## config.mk

```make
export PLATFORM = sky130hd
export DESIGN_NAME = fsiu_top
export DESIGN_NICKNAME = d
export VERILOG_FILES = /design/src/fsiu_pkg.sv /design/src/fsiu_arbiter.sv /design/src/fsiu_top.sv
export SDC_FILE = /design/constraint.sdc
export NUM_CORES = 1
export LEC_CHECK = 0
export BUFFER_PORTS_ARGS = -buffer_cell sky130_fd_sc_hd__buf_4
export CAP_MARGIN = 20
export CORE_MARGIN = 10
export CORE_UTILIZATION = 45
export CTS_CLUSTER_SIZE = 8
export DETAILED_ROUTE_END_ITERATION = 10
export GPL_TIMING_DRIVEN = 0
export PLACE_DENSITY = 0.69
export REMOVE_ABC_BUFFERS = 1
export SYNTH_ARGS = -nofsm -noshare
export SYNTH_HDL_FRONTEND = slang
export SYNTH_SLANG_ARGS = --single-unit
```

## constraint.sdc

```tcl
create_clock -name sys_clk -period 2.8 [get_ports sys_clk]
set_input_delay 0.56 -clock sys_clk [delete_from_list [all_inputs] [get_ports sys_clk]]
set_output_delay 0.56 -clock sys_clk [all_outputs]
set_load 0.005 [all_outputs]
```

## src/fsiu_pkg.sv

```systemverilog
// Purpose: Shared constants, types and helpers of the fourteen source interrupt unit.
// Assumes: Byte addressed AXI4-Lite register window, 8-bit registers in the low byte.
// Notes:   Arbitration index 0 is the first source to win inside one level.
//
// Operation
// - Fourteen sources: two pins, timers, serial, port1.
// - Each source gated by its own enable.
// - Main enable bit 7 gates every source's request to the core.
// - Main enable bits map t2,ser,t1,x1,t0,x0.
// - Extended enable: 0 disables, 1 enables.
// - Port1 inputs level sensitive, wake power-down.
// - Port1 active level selectable per pin.
// - Hardware sets port1 flags, only software clears.
// - Flag left set re-raises after service ends.
// - Flag bits 7..0 hold inputs nine..two.
// - Higher priority level beats lower level.
// - Fixed order resolves ties within one level.
// - Each source has its own vector address.
// - Port1 pins zero..seven are inputs two..nine.
// - Interrupts keep running and end idle.
// - All unit registers reset to zero.

package fsiu_pkg;

    // ********************************************************************
    // Register map
    // ********************************************************************
    localparam int         NSRC         = 14;
    localparam logic [7:0] ADDR_IE_MAIN = 8'hA8;
    localparam logic [7:0] ADDR_IE_EXT  = 8'hAC;
    localparam logic [7:0] ADDR_PRIO_LO = 8'hB8;
    localparam logic [7:0] ADDR_PRIO_HI = 8'hBC;
    localparam logic [7:0] ADDR_FLAGS   = 8'hC0;
    localparam logic [7:0] ADDR_POL     = 8'hC4;
    localparam logic [7:0] ADDR_STATUS  = 8'hC8;
    localparam logic [7:0] REG_RESET    = 8'h00;
    localparam logic [1:0] RESP_OKAY    = 2'h0;
    localparam logic [1:0] RESP_SLVERR  = 2'h2;

    // Main enable field positions
    localparam int GATE_BIT = 7;
    localparam int EN_T2    = 5;
    localparam int EN_SER   = 4;
    localparam int EN_T1    = 3;
    localparam int EN_X1    = 2;
    localparam int EN_T0    = 1;
    localparam int EN_X0    = 0;

    // ********************************************************************
    // Types
    // ********************************************************************
    // Request flags raised by the timer and serial logic of the core
    typedef struct packed {
        logic serial_receive_flag;
        logic serial_transmit_flag;
        logic timer0_overflow_flag;
        logic timer1_overflow_flag;
        logic timer2_overflow_flag;
        logic timer2_external_flag;
    } fsiu_src_t;

    // Request offered to the core
    typedef struct packed {
        logic        req;
        logic        level;
        logic [15:0] vector;
    } fsiu_irq_t;

    typedef struct packed {
        logic [7:0] ie_main;
        logic [7:0] ie_ext;
        logic [7:0] prio_lo;
        logic [7:0] prio_hi;
        logic [7:0] polarity;
        logic [7:0] flags;
        logic [7:0] p1_meta;
        logic [7:0] p1_sync;
        logic [1:0] x_meta;
        logic [1:0] x_sync;
        logic [1:0] in_service;
        logic [3:0] win_idx;
        fsiu_irq_t  irq;
        logic       wake_idle;
        logic       wake_pd;
        logic       aw_hold;
        logic [7:0] aw_addr;
        logic       w_hold;
        logic [7:0] w_data;
        logic       w_strb;
        logic       awready;
        logic       wready;
        logic       bvalid;
        logic [1:0] bresp;
        logic       arready;
        logic       rvalid;
        logic [7:0] rdata;
        logic [1:0] rresp;
    } fsiu_state_t;

    // Synchronisers start at the pulled-up idle level; a zero there would
    // look like an active-low request and set every port1 flag after reset
    localparam fsiu_state_t STATE_RESET = '{p1_meta: 8'hFF, p1_sync: 8'hFF, x_meta: 2'h3,
                                            x_sync: 2'h3, default: '0};

    // Vector of each arbitration slot, slot 0 first
    localparam logic [15:0] VEC_TABLE [NSRC] = '{
        16'h0003, 16'h0023, 16'h0053, 16'h000B, 16'h005B, 16'h0013, 16'h003B,
        16'h0063, 16'h001B, 16'h002B, 16'h0043, 16'h006B, 16'h004B, 16'h0073};

    // Main bits (enable layout) and port1 bits into arbitration order
    function automatic logic [13:0] order_map(input logic [5:0] m, input logic [7:0] p);
        order_map = {p[7], p[2], p[6], p[1], m[EN_T2], m[EN_T1], p[5], p[0],
                     m[EN_X1], p[4], m[EN_T0], p[3], m[EN_SER], m[EN_X0]};
    endfunction : order_map

    function automatic logic addr_ok(input logic [7:0] a);
        addr_ok = (a == ADDR_IE_MAIN) || (a == ADDR_IE_EXT) || (a == ADDR_PRIO_LO) ||
                  (a == ADDR_PRIO_HI) || (a == ADDR_FLAGS) || (a == ADDR_POL) ||
                  (a == ADDR_STATUS);
    endfunction : addr_ok

endpackage : fsiu_pkg

```

## src/fsiu_arbiter.sv

```systemverilog
// Purpose: Picks the winning request from the pending set.
// Assumes: Pending and level vectors are in arbitration order.
// Notes:   Purely combinational; the caller registers the result.
`timescale 1ns/100ps

module fsiu_arbiter
    import fsiu_pkg::*;
(
    input  wire logic [NSRC-1:0] pend,
    input  wire logic [NSRC-1:0] lvl,
    output logic                 hit,
    output logic [3:0]           idx,
    output logic                 hlvl
);
    logic [NSRC-1:0] hi_pend;

    // High level first, then the lowest slot within the level
    always_comb begin
        hi_pend = pend & lvl;
        hit     = |pend;
        hlvl    = |hi_pend;
        idx     = 4'h0;
        for (int i = NSRC - 1; i >= 0; i--) begin
            if (hlvl ? hi_pend[i] : pend[i]) begin
                idx = 4'(i);
            end
        end
    end

endmodule : fsiu_arbiter

```

## src/fsiu_top.sv

```systemverilog
// Purpose: Fourteen source interrupt unit with an AXI4-Lite register slave.
// Assumes: Pins are asynchronous; core flags come from logic on sys_clk.
// Notes:   One outstanding write and one outstanding read on the bus.
//
// Added by the designer: the AXI4-Lite register port.
`timescale 1ns/100ps

module fsiu_top
    import fsiu_pkg::*;
(
    input  wire logic        sys_clk,
    input  wire logic        rstn,
    input  wire logic [7:0]  s_axi_awaddr,
    input  wire logic        s_axi_awvalid,
    output logic             s_axi_awready,
    input  wire logic [31:0] s_axi_wdata,
    input  wire logic [3:0]  s_axi_wstrb,
    input  wire logic        s_axi_wvalid,
    output logic             s_axi_wready,
    output logic [1:0]       s_axi_bresp,
    output logic             s_axi_bvalid,
    input  wire logic        s_axi_bready,
    input  wire logic [7:0]  s_axi_araddr,
    input  wire logic        s_axi_arvalid,
    output logic             s_axi_arready,
    output logic [31:0]      s_axi_rdata,
    output logic [1:0]       s_axi_rresp,
    output logic             s_axi_rvalid,
    input  wire logic        s_axi_rready,
    input  wire logic        ext_input_zero_n,
    input  wire logic        ext_input_one_n,
    input  wire logic [7:0]  port1_ext_inputs,
    input  fsiu_src_t        core_flags,
    input  wire logic        irq_ack,
    input  wire logic        irq_done,
    input  wire logic        idle_mode,
    output fsiu_irq_t        irq_out,
    output logic             wake_idle,
    output logic             wake_power_down
);

    // ********************************************************************
    // State and decode
    // ********************************************************************
    fsiu_state_t     st;
    fsiu_state_t     nx;
    logic [7:0]      p1_act;
    logic            ext0_request_flag;
    logic            ext1_request_flag;
    logic [5:0]      main_raw;
    logic [NSRC-1:0] raw_order;
    logic [NSRC-1:0] en_order;
    logic [NSRC-1:0] lvl_order;
    logic [NSRC-1:0] pend_order;
    logic            hit;
    logic [3:0]      hidx;
    logic            hlvl;
    logic            allowed;
    logic            wr_fire;
    logic            ack_take;

    // Active level per pin; the polarity bit equals the active level
    assign p1_act = ~(st.p1_sync ^ st.polarity);

    // Classic pins are active low levels
    assign ext0_request_flag = ~st.x_sync[0];
    assign ext1_request_flag = ~st.x_sync[1];

    // Raw requests in enable bit layout
    assign main_raw = {core_flags.timer2_overflow_flag | core_flags.timer2_external_flag,
                       core_flags.serial_receive_flag | core_flags.serial_transmit_flag,
                       core_flags.timer1_overflow_flag,
                       ext1_request_flag,
                       core_flags.timer0_overflow_flag,
                       ext0_request_flag};

    // Fourteen slots in tie order; port1 enable bit n-2 for input n
    assign raw_order = order_map(main_raw, st.flags);
    assign en_order  = order_map(st.ie_main[5:0], st.ie_ext);
    assign lvl_order = order_map(st.prio_lo[5:0], st.prio_hi);
    assign pend_order = raw_order & en_order;

    fsiu_arbiter u_arb (
        .pend (pend_order),
        .lvl  (lvl_order),
        .hit  (hit),
        .idx  (hidx),
        .hlvl (hlvl)
    );

    // A level may only interrupt a strictly lower level in service
    assign allowed  = hit && (hlvl ? !st.in_service[1] : (st.in_service == 2'h0));
    assign ack_take = irq_ack && st.irq.req;
    assign wr_fire  = st.aw_hold && st.w_hold && !st.bvalid;

    // ********************************************************************
    // Next state
    // ********************************************************************
    always_comb begin
        nx = st;
        // Two stage synchronisers on every pin
        nx.p1_meta = port1_ext_inputs;
        nx.p1_sync = st.p1_meta;
        nx.x_meta  = {ext_input_one_n, ext_input_zero_n};
        nx.x_sync  = st.x_meta;

        // Address and data are taken in either order
        if (s_axi_awvalid && st.awready) begin
            nx.aw_hold = 1'b1;
            nx.aw_addr = s_axi_awaddr;
        end
        if (s_axi_wvalid && st.wready) begin
            nx.w_hold = 1'b1;
            nx.w_data = s_axi_wdata[7:0];
            nx.w_strb = s_axi_wstrb[0];
        end
        if (st.bvalid && s_axi_bready) begin
            nx.bvalid = 1'b0;
        end
        if (wr_fire) begin
            nx.aw_hold = 1'b0;
            nx.w_hold  = 1'b0;
            nx.bvalid  = 1'b1;
            nx.bresp   = addr_ok(st.aw_addr) ? RESP_OKAY : RESP_SLVERR;
            // Only lane 0 carries data; other lanes are ignored
            if (st.w_strb) begin
                unique case (st.aw_addr)
                    ADDR_IE_MAIN: nx.ie_main  = st.w_data & 8'hBF;
                    ADDR_IE_EXT:  nx.ie_ext   = st.w_data;
                    ADDR_PRIO_LO: nx.prio_lo  = st.w_data & 8'h3F;
                    ADDR_PRIO_HI: nx.prio_hi  = st.w_data;
                    ADDR_FLAGS:   nx.flags    = st.w_data;
                    ADDR_POL:     nx.polarity = st.w_data;
                    default:      nx.flags    = nx.flags;
                endcase
            end
        end
        // Set wins over a clearing write in the same cycle
        nx.flags = nx.flags | p1_act;

        // Read channel answers one cycle after the address is taken
        if (s_axi_arvalid && st.arready) begin
            nx.rvalid = 1'b1;
            nx.rresp  = addr_ok(s_axi_araddr) ? RESP_OKAY : RESP_SLVERR;
            unique case (s_axi_araddr)
                ADDR_IE_MAIN: nx.rdata = st.ie_main;
                ADDR_IE_EXT:  nx.rdata = st.ie_ext;
                ADDR_PRIO_LO: nx.rdata = st.prio_lo;
                ADDR_PRIO_HI: nx.rdata = st.prio_hi;
                ADDR_FLAGS:   nx.rdata = st.flags;
                ADDR_POL:     nx.rdata = st.polarity;
                ADDR_STATUS:  nx.rdata = {st.in_service, st.irq.level, st.irq.req, st.win_idx};
                default:      nx.rdata = REG_RESET;
            endcase
        end else if (st.rvalid && s_axi_rready) begin
            nx.rvalid = 1'b0;
        end
        nx.awready = !nx.aw_hold && !nx.bvalid;
        nx.wready  = !nx.w_hold && !nx.bvalid;
        nx.arready = !nx.rvalid;

        // In service levels; the end of service frees the highest one
        if (ack_take) begin
            nx.in_service[st.irq.level] = 1'b1;
        end else if (irq_done) begin
            if (st.in_service[1]) begin
                nx.in_service[1] = 1'b0;
            end else begin
                nx.in_service[0] = 1'b0;
            end
        end

        // Request to the core, dropped for one cycle on acknowledge
        nx.irq.req    = st.ie_main[GATE_BIT] && allowed && !ack_take;
        nx.irq.level  = hlvl;
        nx.irq.vector = VEC_TABLE[hidx];
        nx.win_idx    = hidx;

        // Wake signals; idle logic keeps running on sys_clk
        nx.wake_idle = idle_mode && st.irq.req;
        nx.wake_pd   = |(p1_act & st.ie_ext);
    end

    // Single state register; reset clears every field except the synchronisers, which start high
    always_ff @(posedge sys_clk or negedge rstn) begin
        if (!rstn) begin
            st <= STATE_RESET;
        end else begin
            st <= nx;
        end
    end

    // ********************************************************************
    // Outputs
    // ********************************************************************
    assign s_axi_awready   = st.awready;
    assign s_axi_wready    = st.wready;
    assign s_axi_bvalid    = st.bvalid;
    assign s_axi_bresp     = st.bresp;
    assign s_axi_arready   = st.arready;
    assign s_axi_rvalid    = st.rvalid;
    assign s_axi_rresp     = st.rresp;
    assign s_axi_rdata     = {24'h000000, st.rdata};
    assign irq_out         = st.irq;
    assign wake_idle       = st.wake_idle;
    assign wake_power_down = st.wake_pd;

    // ********************************************************************
    // Checks
    // ********************************************************************
    logic [NSRC-1:0] en_q;
    logic [NSRC-1:0] lvl_q;
    logic [7:0]      act_q;
    logic            flag_wr_q;

    // Enable and activity seen at the edge the request was formed
    always_ff @(posedge sys_clk or negedge rstn) begin
        if (!rstn) begin
            en_q      <= '0;
            lvl_q     <= '0;
            act_q     <= 8'h00;
            flag_wr_q <= 1'b0;
        end else begin
            en_q      <= en_order;
            lvl_q     <= lvl_order;
            act_q     <= p1_act;
            flag_wr_q <= wr_fire && st.w_strb && (st.aw_addr == ADDR_FLAGS);
        end
    end
endmodule : fsiu_top

```

Word level (Yosys, flattened, before mapping):

Memory sizes are Yosys's and may differ from the RTL's. A register that Yosys moved wholly into a read port is not among the register bits.
Cells that the tools add are included.

* register bits: 111
* ROM bits: 256
* input port bits: 78
* output and inout port bits: 61
* logic and storage cells: 154
* memories kept: 1

Memory list
* (no name shown): depth 16, width 16, read ports 1, clocked after Yosys merged registers in 1, wr ports 0, line fsiu_top.sv:176 `nx.irq.vector = VEC_TABLE[hidx];`

* magnitude comparators: 2
* equal/unequal tests: 15
* muxes and demuxes: 48
* bitwise gates (word level): 12
* reduce and logical (&&, ||, !) cells: 46

Operator list (number)
* 8-bit == test (second input constant): 14
* 4-bit two-way mux: 14
* 8-bit case mux with 7 select lines: 1
* 14-bit AND: 2
* 14-bit OR reduction: 2
* 8-bit two-way mux: 3
* 1-bit two-way mux: 22
* 1-bit logical AND: 15
* 3-bit AND reduction: 5
* 1-bit logical OR: 12
* 10-bit two-way mux: 1
* 9-bit two-way mux: 1
* 8-bit AND: 1
* 1-bit zero test: 8
* 2-bit two-way mux: 4
* 8-bit inverter: 1
* 8-bit OR: 1
* 8-bit OR reduction: 1
* 8-bit bitwise XOR: 1
* 4-bit inverter with 5-bit output: 1
* 3-bit two-way mux: 1
* 2-bit zero test: 1
* 1-bit by 2-bit less-than comparator with 1-bit output (second input constant): 1
* 2-bit by 1-bit inequality test with 1-bit output (second input constant): 1
* other kinds (7): 9

Logic depth before layout (Yosys ltp):

Gate-level depths: netlist of the first run.

* depth in word-level cells: 20
* depth in mapped cells: 13
* mapped depth without buffers: 12

Modules after synthesis:

Synthesis of the first run repeated with hierarchy kept, for this count alone.

* cell total of the unflattened synthesis: 531
* area total of the unflattened synthesis: 6019.5 µm²

By module, submodules not included
* fsiu_top: instances 1, cells each 460, area an instance 5482.8 µm², sequential area each 2877.8 µm²
* fsiu_arbiter: instances 1, cells each 71, area an instance 536.8 µm², sequential area each 0.0 µm²

Least setup slack after synthesis of the first run:

No wires, ideal clock.

* path type: register to register
* from: reg st[62] (netlist bit)
* to: reg irq_out[3] (netlist name)
* library setup time: 133 ps
* arrival time: 2804 ps
* data required time: 2667 ps
* slack: -137 ps
* stages on the path, launching flop included: 13
* buffers on the path: 1
* clock period less this slack: 2937 ps
* cell sequence: dfstp_2 -> nor2b_4 -> a221o_1 -> nor4_2 -> buf_4 -> a21oi_2 -> or2_1 -> a311o_1 -> a31oi_4 -> inv_1 -> ha_1 -> o31ai_1 -> o22ai_1

* elaborated cells on any way between the ends: 33
* those cells by class: 28 x mux; 4 x bitwise; 1 x reduce/logical

RTL lines
* from (decl): line fsiu_top.sv:45 `fsiu_state_t st;`
* from (signal assigned): line fsiu_top.sv:189 `st <= nx;`
* 1-bit inverter (*): line fsiu_top.sv:66 `assign ext0_request_flag = ~st.x_sync[0];`
* 14-bit AND (*): line fsiu_top.sv:81 `assign pend_order = raw_order & en_order;`
* 14-bit AND: line fsiu_arbiter.sv:19 `hi_pend = pend & lvl;`
* 14-bit OR reduction: line fsiu_arbiter.sv:21 `hlvl = |hi_pend;`
* 1-bit two-way mux: line fsiu_arbiter.sv:24 `if (hlvl ? hi_pend[i] : pend[i]) begin`
* 4-bit two-way mux (12 in series): line fsiu_arbiter.sv:24
* 4-bit two-way mux (*): line fsiu_arbiter.sv:24
* via hidx[1]: line fsiu_top.sv:56 `logic [3:0] hidx;`
* 4-bit inverter with 5-bit output (not written as such) (*): line fsiu_top.sv:176

Mark *: on every way through the listed nets, which the timed path passes. The rest lies on a longest branch.
A chain may end at the register's enable or synchronous reset.

Worst setup path after layout of the first run:

* from: reg st[62] (netlist bit)
* to: reg irq_out[3] (netlist name)

* elaborated cells on any way between the ends: 33
* those cells by class: 28 x mux; 4 x bitwise; 1 x reduce/logical

RTL lines (line)
* 1-bit inverter (*): fsiu_top.sv:66
* 14-bit AND (*): fsiu_top.sv:81
* 14-bit AND: fsiu_arbiter.sv:19
* 14-bit OR reduction: fsiu_arbiter.sv:21
* 1-bit two-way mux: fsiu_arbiter.sv:24
* 4-bit two-way mux (12 in series): fsiu_arbiter.sv:24
* 4-bit two-way mux (*): fsiu_arbiter.sv:24
* via hidx[1]: fsiu_top.sv:56
* 4-bit inverter with 5-bit output (not written as such) (*): fsiu_top.sv:176

Marked as above.

==> metrics.txt, run 1 <==
hpwl dp 9.98 mm; Worst setup SP type flop; gr busiest metal met2; largest family of logic cells by synthesized area multiplexers; Hold Crit Class in -> async; Rows a little over 40; most frequent cell after synthesis dfrtp_1; Layout area overhead 23.5%; synth cell count leaders 94 x dfrtp_1, 56 x buf_4, 51 x nand2_1; Synth Area in XOR/XNOR 0.0123; Finished Layout Cells 779; Util after Layout 0.563; post-route setup slack -0.116 ns; grt met1 use 0.187; Max Clk Rate 343 MHz; global-route track usage on met3 0.0560; failing checks negative setup slack; vias in the first global route 4322; Max-Slew Margin vs Limit 0.355; pre-CTS setup slack -1.25 ns; cells after synthesis 511; Crit path required time 3.08 ns; All-Layer GR Usage 0.158; share of the synthesized area in the top cell type 0.412; Die Area between 15000 and 20000 sq um; number of flops mapped to enable cells by yosys 0; prevailing post-synth register cell dfrtp_1; Critical Path Sink Type flop; maximum fanout along the worst path 3; Worst R2R Setup Slack -0.12 ns; met2 usage 0.258; port bufs 75; Seq/Total Area, Yosys 0.505; leak pwr 3.25 nW; Worst VDD drop 0.919 mV; Adder-Cell Fraction of Synth Area 0.0110; TritonCTS clock tree yes; first-pass GRT wire length approximately 22 mm; synth warn 0; FF-to-FF path depth 12; power per standard cell area around 810 nW/um^2; asr flop ratio synth 1.00; FF+latch count, synth 114; Num CTS Buffers 17; post-synthesis cell type with the largest combined area dfrtp_1; fillcell total 1102; Remaining Overflow, GRT 0; critical path arrival 3.19 ns; routed via count 4041; layout cell share with drive strength beyond 1 0.372; Setup TNS Final -0.326 ns; RSZ-0062 raised after global routing yes; Reg2Reg Capture Point irq_out[3]; Routed WL about 14 mm; Worst Setup Path Type reg -> reg; post-synthesis compound-gate area fraction 0.117; DRC viols 0; top cells by area in the synthesized netlist dfrtp_1 41%, mux2_2 9.3%, dfstp_2 9.2%, buf_4 7.4%, nand2_1 3.4%; CTS sink cnt 114; Die Ht 133 microns; Iter 0 DRT Violations 290; Hold Vio Cnt, Final 0; root buf cell clkbuf_16; initial antenna violation count 0; worst skew pair latency 0.41 ns; fin crit share 1.04; Max clock buf depth 2; GP Congestion 0.950; number of vias per cell 5.19; Post-DP Area 6200 sq um; min Tclk post-route just under 3 ns; nets@finish just under 700; H-Tree Depth 4; routed len/inst 17.6 microns; Antenna Nets Post-Route 0; DRT Pass-1 Iters 5; hold buffers post-CTS 0; # IOs 139; Max Cap Viol 0; clock skew 0.0130 ns; Final setup viols 4; mux cell area share after synthesis 0.146; core area about 13000 sq um; Slew Limit Fails 0; syn_area_per_cell 11.2 sq um; clock-pin slew on the worst setup and hold paths 0.06 ns; post-route cell area slightly above 7000 sq um; Reg-to-Reg Start st[62]; placed insts roughly 730; initial core utilization 0.456; Synth cell types 65; pin count of the biggest net entering global routing between 70 and 80; simple-gate share of the synthesized area 0.114; Antenna diodes 0; status complete, but fails checks; Die W 133 microns; Synth Cell Area 5700 sq um; Worst-Margin Slew 0.960 ns
[per-stage QoR]
stage | total power, mW | hold WS [ns]
floorplan | 2.78 | 0.264
global placement | 3.14 | 0.346
detailed placement | 3.19 | 0.347
CTS | 5.71 | 0.134
global route | 5.99 | 0.160
finish | 5.71 | 0.138
[cell usage in the layout (no fill, tap or decap), types with 3 or more instances in the layout]
master / instances
mux4_2: 5
and2_1: 6
nor2_1: 16
o211ai_1: 3
nor3_1: 4
mux2i_1: 19
o21a_1: 4
mux2_2: 47
buf_4: 91
nand2_1: 51
o22ai_1: 11
conb_1: 37
clkinv_4: 5
o21ai_0: 26
a21o_1: 3
bufinv_16: 5
clkbuf_16: 17
o21ai_1: 4
xor2_1: 8
and3_1: 4
nor4_1: 3
dfrtp_1: 92
dfstp_2: 20
inv_1: 21
a21oi_1: 20
nand3_1: 15
nor2b_1: 3
ha_1: 4
[per-layer routing]
metal / vias up / routed length, microns
met5: - / 0
met4: 0 / 231
met3: 16 / 1000
met2: 154 / 6600
met1: 1989 / 5860
li1: 1882 / -
[layout make-up]
cell class | count | area [sq um] | share of cell area
sequential | 114 | 2880 | 0.409
multi-input combinational | 345 | 2480 | 0.352
timing repair buffer | 93 | 722 | 0.103
clock buffer | 18 | 429 | 0.0609
clock inverter | 14 | 229 | 0.0325
tap | 172 | 215 | 0.0306
inverter | 23 | 86.3 | 0.0123
[worst max-delay path, stage by stage, from the launching register on]
cell,delay (ns)
dfstp_2,0.54
nor2b_4,0.04
a221o_1,0.35
nor4_4,0.18
buf_4,0.17
a21oi_2,0.05
a211o_2,0.27
a311o_1,0.41
a31oi_4,0.23
inv_2,0.08
ha_4,0.16
o31ai_2,0.20
o22ai_1,0.09
[repair_timing]
action | CTS | global route
pin swaps | 10 | 0
buffers inserted | 13 | 3
endpoints found under the setup margin | 8 | 19
endpoints found under the hold margin | 0 | 0
gates resized for setup | 9 | 7
[where the power goes]
| part | internal [mW] | total (mW) | switching [mW] |
|---|---|---|---|
| Sequential | 1.93 | 2.23 | 0.297 |
| Clock | 1.59 | 2.39 | 0.801 |
| Combinational | 0.585 | 1.08 | 0.499 |
| Total | 4.11 | 5.71 | 1.60 |
[sequential cells by signal (all words and copies together) (netlist names), 7 cells and up]
register     count
lvl_order       14
st              44
raw_order        8
s_axi_rdata      8
irq_out          7
nx              10
en_order        14
[how the worst max path moves through the flow]
stage                       endpoint     startpoint  slack [ns]
after floorplan           irq_out[3]         st[62]       -0.56
after global placement    irq_out[3]  core_flags[4]       -1.24
after detailed placement  irq_out[3]  core_flags[4]       -1.25
after CTS                 irq_out[3]         st[62]        -0.1
after global routing      irq_out[3]         st[62]       -0.24
final                     irq_out[3]         st[62]       -0.12
[kinds of logic after synthesis]
group                    after synthesis
XOR/XNOR                               8
other                                  2
buffers and inverters                 87
AO/OA/AOI/OAI                         98
flip-flops                           114
adder cells (fa/ha/maj)                5
AND/OR/NAND/NOR                      126
multiplexers                          71
Note: power is estimated with default switching activity, not from simulation.
==> run 2: changes to the inputs <==
--- a/config.mk
+++ b/config.mk
@@ -7,12 +7,15 @@
 export LEC_CHECK = 0
 export BUFFER_PORTS_ARGS = -buffer_cell sky130_fd_sc_hd__buf_4
 export CAP_MARGIN = 20
+export CELL_PAD_IN_SITES_DETAIL_PLACEMENT = 0
+export CELL_PAD_IN_SITES_GLOBAL_PLACEMENT = 1
 export CORE_MARGIN = 10
-export CORE_UTILIZATION = 45
+export CORE_UTILIZATION = 38
 export CTS_CLUSTER_SIZE = 8
 export DETAILED_ROUTE_END_ITERATION = 10
 export GPL_TIMING_DRIVEN = 0
-export PLACE_DENSITY = 0.69
+export MAX_ROUTING_LAYER = met4
+export PLACE_DENSITY = 0.74
 export REMOVE_ABC_BUFFERS = 1
 export SYNTH_ARGS = -nofsm -noshare
 export SYNTH_HDL_FRONTEND = slang
==> run 2 against run 1 <==
The run still ends with negative setup slack left. Non-clock buffer count is 1 lower. Final cell count is 1.4% higher. Setup slack worse by 0.10 ns. Sequential power hardly changed. First-iteration DRC count is 46% lower. Critical path type unchanged. Largest power group is now registers. Highest routed layer unchanged.
==> metrics.txt, run 2 (synthesis results as in run 1) <==
status complete, but fails checks; failing checks negative setup slack; RSZ-0062 raised after global routing yes; Routed WL 13.9 mm (+1.7%); Reg-to-Reg Start en_order[6]; CP max stage cell dfrtp_2; Rows 44 (+7.3%); Largest Register st; Crit path required time 3.08 ns (about the same); # IOs 139 (unchanged); Die Area 20300 sq um (+16%); power per standard cell area 770 nW/um^2 (-5.0%); port bufs 75 (unchanged); root buf cell clkbuf_16; nets@finish 676 (-0.15%); Remaining Overflow, GRT 0 (unchanged); Slew Limit Fails 0 (unchanged); GP Congestion 0.881 (-7.3%); layout cell share with drive strength beyond 1 0.373 (+0.000614); critical path arrival 3.30 ns (+0.11 ns); Finished Layout Cells 790 (+1.4%); post-route cell area 6980 sq um (-0.94%); FF-to-FF path depth 12 (unchanged); CTS sink cnt 114 (unchanged); Num CTS Buffers 17 (unchanged); Max clock buf depth 2 (unchanged); Reg2Reg Capture Point irq_out[3]; vias in the first global route 4247 (-1.7%); pre-CTS setup slack -1.34 ns (-0.0847 ns); TritonCTS clock tree yes; CP Buf/Inv Count 2 (unchanged); clock-pin slew on the worst setup and hold paths 0.06 ns (about the same); most common cell after layout, fill and taps aside dfrtp_1; post-route setup slack -0.218 ns (-0.101 ns); Die W 143 microns (+7.5%); placed insts 743 (+1.6%); hpwl dp 10.6 mm (+6.2%); fin crit share 1.08 (+0.0362); CP top delay family compound AO/OA/AOI/OAI gates; Iter 0 DRT Violations 158 (-46%); Antenna Nets Post-Route 0 (unchanged); pin count of the biggest net entering global routing 71 (-5.3%); Post-DP Area 6210 sq um (+0.24%); Layout area overhead 22.3%; Util after Layout 0.476 (-0.0863); Max Clk Rate 331 MHz (-3.4%); crit-path cells and3_1 -> a221o_1 -> nor4_4 -> buf_4 -> a21oi_2 -> a211o_2 -> a311o_1 -> a31oi_4 -> inv_2 -> ha_4 -> o31ai_2 -> o22ai_1; leak pwr 3.20 nW (-1.6%); most frequent cells in the layout 93 x dfrtp_1, 89 x buf_4, 51 x nand2_1; DRT Pass-1 Iters 4 (-1); clock skew 0.00749 ns (-0.00554 ns); WHS 0.145 ns (+0.00703 ns); Largest register FFs 44 (unchanged); Worst setup SP type flop; H-Tree Depth 4 (unchanged); initial antenna violation count 0 (unchanged); maximum fanout along the worst path 5 (+2); Hold Vio Cnt, Final 0 (unchanged); core area 14600 sq um (+17%); routed via count 3942 (-2.4%); overall power 5.37 mW (-5.9%); Critical Path Sink Type flop; Max-Slew Margin vs Limit 0.291 (-0.0644); Final setup viols 4 (unchanged); Worst Setup Path Type reg -> reg; number of vias per cell 4.99 (-3.8%); Setup TNS Final -0.674 ns (-0.349 ns); DRC viols 0 (unchanged); hold buffers post-CTS 0 (unchanged); Worst VDD drop 0.534 mV (-42%); Worst path max stage delay 0.45 ns (-0.09 ns); first-pass GRT wire length 22.3 mm (-0.49%); fillcell total 1386 (+26%); Die Ht 143 microns (+7.5%); Worst R2R Setup Slack -0.22 ns (-0.10 ns); Max Cap Viol 0 (unchanged); Worst-Margin Slew 1.05 ns (+0.0942 ns); min Tclk post-route 3.02 ns (+0.101 ns); Antenna diodes 0 (unchanged); Hold Crit Class in -> async; routed len/inst 17.6 microns (+0.31%); worst skew pair latency 0.41 ns (about the same); initial core utilization 0.389 (-0.0662); All-Layer GR Usage 0.145 (-0.0133)
run 2: worst max-delay path by stage:
stage                  to     startpoint  slack (ns)  cells past startpoint
4_1_cts        irq_out[3]         st[63]       -0.18                     12
3_5_place_dp   irq_out[3]  core_flags[4]       -1.34                     12
6_report       irq_out[3]    en_order[6]       -0.22                     12
3_3_place_gp   irq_out[3]  core_flags[4]       -1.27                     12
2_1_floorplan  irq_out[3]         st[62]       -0.56                     11
5_1_grt        irq_out[3]         st[63]       -0.34                     12
run 2: per-layer routing:
layer,share of wire,track usage,wire [microns],vias up
met4,0.016,0.0499,229,0
met1,0.44,0.173,6110,1931
met3,0.078,0.0524,1090,17
li1,-,-,-,1878
met2,0.47,0.222,6500,116
met5,0,-,0,-
run 2: repair_timing:
item	4_1_cts	5_1_grt
gates cloned	0	0
pin swaps	10	0
endpoints found under the setup margin	8	17
buffers inserted	13	1
endpoints found under the hold margin	0	0
gates resized for setup	12	5
run 2: power breakdown:
part / internal [mW] / total (mW) / switching, mW
clock network: 1.28 / 2.08 / 0.799
logic: 0.578 / 1.08 / 0.497
registers: 1.94 / 2.22 / 0.287
run 2: layout make-up:
class                   instances  area [sq um]  share of cell area
flip-flops and latches        114          2880               0.413
multi-input cells             345          2490               0.357
repair buffers                 92           714               0.102
clock buffers                  19           453              0.0649
well taps                     184           230              0.0330
clock inverters                13           126              0.0181
inverters                      23          86.3              0.0124
==> run 3: changes to the inputs <==
--- a/config.mk
+++ b/config.mk
@@ -10,12 +10,12 @@
 export CELL_PAD_IN_SITES_DETAIL_PLACEMENT = 0
 export CELL_PAD_IN_SITES_GLOBAL_PLACEMENT = 1
 export CORE_MARGIN = 10
-export CORE_UTILIZATION = 38
+export CORE_UTILIZATION = 30
 export CTS_CLUSTER_SIZE = 8
 export DETAILED_ROUTE_END_ITERATION = 10
 export GPL_TIMING_DRIVEN = 0
 export MAX_ROUTING_LAYER = met4
-export PLACE_DENSITY = 0.74
+export PLACE_DENSITY = 0.58
 export REMOVE_ABC_BUFFERS = 1
 export SYNTH_ARGS = -nofsm -noshare
 export SYNTH_HDL_FRONTEND = slang
==> constraint.sdc (replaced) <==
create_clock -name sys_clk -period 3.67 [get_ports sys_clk]
set_input_delay 0.734 -clock sys_clk [delete_from_list [all_inputs] [get_ports sys_clk]]
set_output_delay 0.734 -clock sys_clk [all_outputs]
set_load 0.005 [all_outputs]
==> run 3 against run 2 <==
The flow now finishes without violations. Final area fell by 0.81%. Worst hold slack better by 0.023 ns. Die area rose by 23%. Sequential power down 23%. Sequential share of layout area is 0.32 points higher. Total power is 24% lower. Flip-flop and latch count unchanged. Via count down 2.5%. Critical path type unchanged. Largest cell class unchanged. Highest routed layer unchanged.
==> metrics.txt, run 3 (synthesis results as in run 1) <==
Largest Register st; post-route setup slack 0.326 ns (+0.543 ns); Worst Setup Path Type reg -> reg; Hold Vio Cnt, Final 0 (unchanged); clock-pin slew on the worst setup and hold paths 0.05 ns (about the same); power per standard cell area 588 nW/um^2 (-24%); Worst R2R Setup Slack 0.33 ns (+0.54 ns); Slew Limit Fails 0 (unchanged); pre-CTS setup slack -0.658 ns (+0.679 ns); Max Cap Viol 0 (unchanged); clock skew 0.0136 ns (+0.00612 ns); root buf cell clkbuf_16; Hold Crit Class in -> async; Largest register FFs 44 (unchanged); vias in the first global route 3995 (-5.9%); Die Area 24900 sq um (+23%); Antenna diodes 0 (unchanged); H-Tree Depth 4 (unchanged); routed len/inst 16.9 microns (-4.0%); Critical Path Sink Type flop; most frequent cells in the layout 94 x dfrtp_1, 78 x buf_4, 51 x nand2_1; Routed WL 14.1 mm (+0.90%); Layout area overhead 21.3%; Iter 0 DRT Violations 201 (+27%); Max Clk Rate 299 MHz (-9.8%); DRT Pass-1 Iters 4 (unchanged); Post-DP Area 6280 sq um (+1.1%); # IOs 139 (unchanged); Die W 158 microns (+11%); Worst-Margin Slew 0.897 ns (-0.157 ns); worst skew pair latency 0.41 ns (about the same); fillcell total 1908 (+38%); critical path arrival 3.62 ns (+0.32 ns); core area 18700 sq um (+28%); Die Ht 158 microns (+11%); crit path capture irq_out[3]; first-pass GRT wire length 22.3 mm (about the same); Rows 50 (+14%); Reg2Reg Capture Point irq_out[3]; TritonCTS clock tree yes; Util after Layout 0.370 (-0.106); port bufs 75 (unchanged); CP Launch Point st[62]; Max clock buf depth 2 (unchanged); Max-Slew Margin vs Limit 0.400 (+0.109); Final setup viols 0 (-4); post-route cell area 6920 sq um (-0.81%); hpwl dp 10.8 mm (+2.2%); CTS sink cnt 114 (unchanged); number of vias per cell 4.63 (-7.2%); min Tclk post-route 3.34 ns (+0.327 ns); initial antenna violation count 0 (unchanged); Reg-to-Reg Start st[62]; RSZ-0062 raised after global routing no; routed via count 3845 (-2.5%); hold buffers post-CTS 0 (unchanged); GP Congestion 0.877 (-0.40%); Worst setup SP type flop; Antenna Nets Post-Route 0 (unchanged); most common cell after layout, fill and taps aside dfrtp_1; maximum fanout along the worst path 11 (+6); Remaining Overflow, GRT 0 (unchanged); initial core utilization 0.305 (-0.0846); overall power 4.07 mW (-24%); pin count of the biggest net entering global routing 95 (+34%); FF-to-FF path depth 11 (-1); Crit path required time 3.95 ns (+0.87 ns); layout cell share with drive strength beyond 1 0.339 (-0.0340); status finished clean; nets@finish 666 (-1.5%); Worst VDD drop 0.284 mV (-47%); fin crit share 0.911 (-0.166); leak pwr 3.15 nW (-1.4%); All-Layer GR Usage 0.119 (-0.0256); Num CTS Buffers 17 (unchanged); DRC viols 0 (unchanged)
-- run 3: cell count changes in the layout (fill, tap and decap cells not counted), moves of 2 or more --
| cell | change |
|---|---|
| buf_4 | -11 |
| clkbuf_1 | +4 |
| inv_6 | -4 |
| bufinv_16 | +2 |
| clkinv_4 | -2 |
| ha_1 | +2 |
| nor2b_4 | -2 |
-- run 3: what timing repair did --
| item | in CTS | in global routing |
|---|---|---|
| setup buffers | 0 | 3 |
| resized for setup | 2 | 0 |
| endpoints found under the setup margin | 4 | 2 |
| pin swaps | 0 | 1 |
-- run 3: layout make-up --
class | count | area, sq um | area share
tap | 234 | 293 | 0.0423
clock inverter | 9 | 131 | 0.0190
clock buffer | 23 | 468 | 0.0676
inverter | 23 | 86.3 | 0.0125
multi-input combinational | 345 | 2430 | 0.351
sequential | 114 | 2880 | 0.416
timing repair buffer | 82 | 634 | 0.0917
-- run 3: metal layers --
metal,vias up,global-route usage,routed length [microns]
met4,0,0.0387,161
met1,1881,0.150,6480
li1,1858,-,-
met3,12,0.0342,757
met2,94,0.182,6650
met5,-,-,0
-- run 3: how the worst min path moves through the flow --
stage	start	endpoint	slack [ns]	depth (start not counted)
floorplan	nx[62]	st[62]	0.35	0
detailed placement	nx[69]	st[69]	0.35	0
global route	rstn	s_axi_arready	0.16	1
CTS	rstn	s_axi_arready	0.15	1
finish	rstn	s_axi_arready	0.17	1
global placement	nx[72]	st[72]	0.35	0
-- run 3: metrics by stage --
stage | setup TNS, ns | hold slack, ns | cells
after global placement | -2.34 | 0.348 | 791
after detailed placement | -2.35 | 0.347 | 793
after floorplan | 0 | 0.345 | 482
after global routing | 0 | 0.160 | 830
final | 0 | 0.168 | 830
after CTS | 0 | 0.152 | 825
-- run 3: power by group --
| part | total (mW) | internal [mW] | switching (mW) |
|---|---|---|---|
| Clock | 1.66 | 1.10 | 0.557 |
| Combinational | 0.714 | 0.374 | 0.341 |
| Sequential | 1.70 | 1.48 | 0.219 |
-- run 3: worst max-delay path, stage by stage (launching register included) --
cell and delay [ns]:
dfstp_2 0.54, nor2b_4 0.05, a221o_1 0.39, nor4_4 0.37, and2_2 0.36, o21ai_0 0.17
a311o_1 0.41, a31oi_4 0.26, inv_1 0.11, ha_1 0.21, o31ai_1 0.23, o22ai_1 0.11
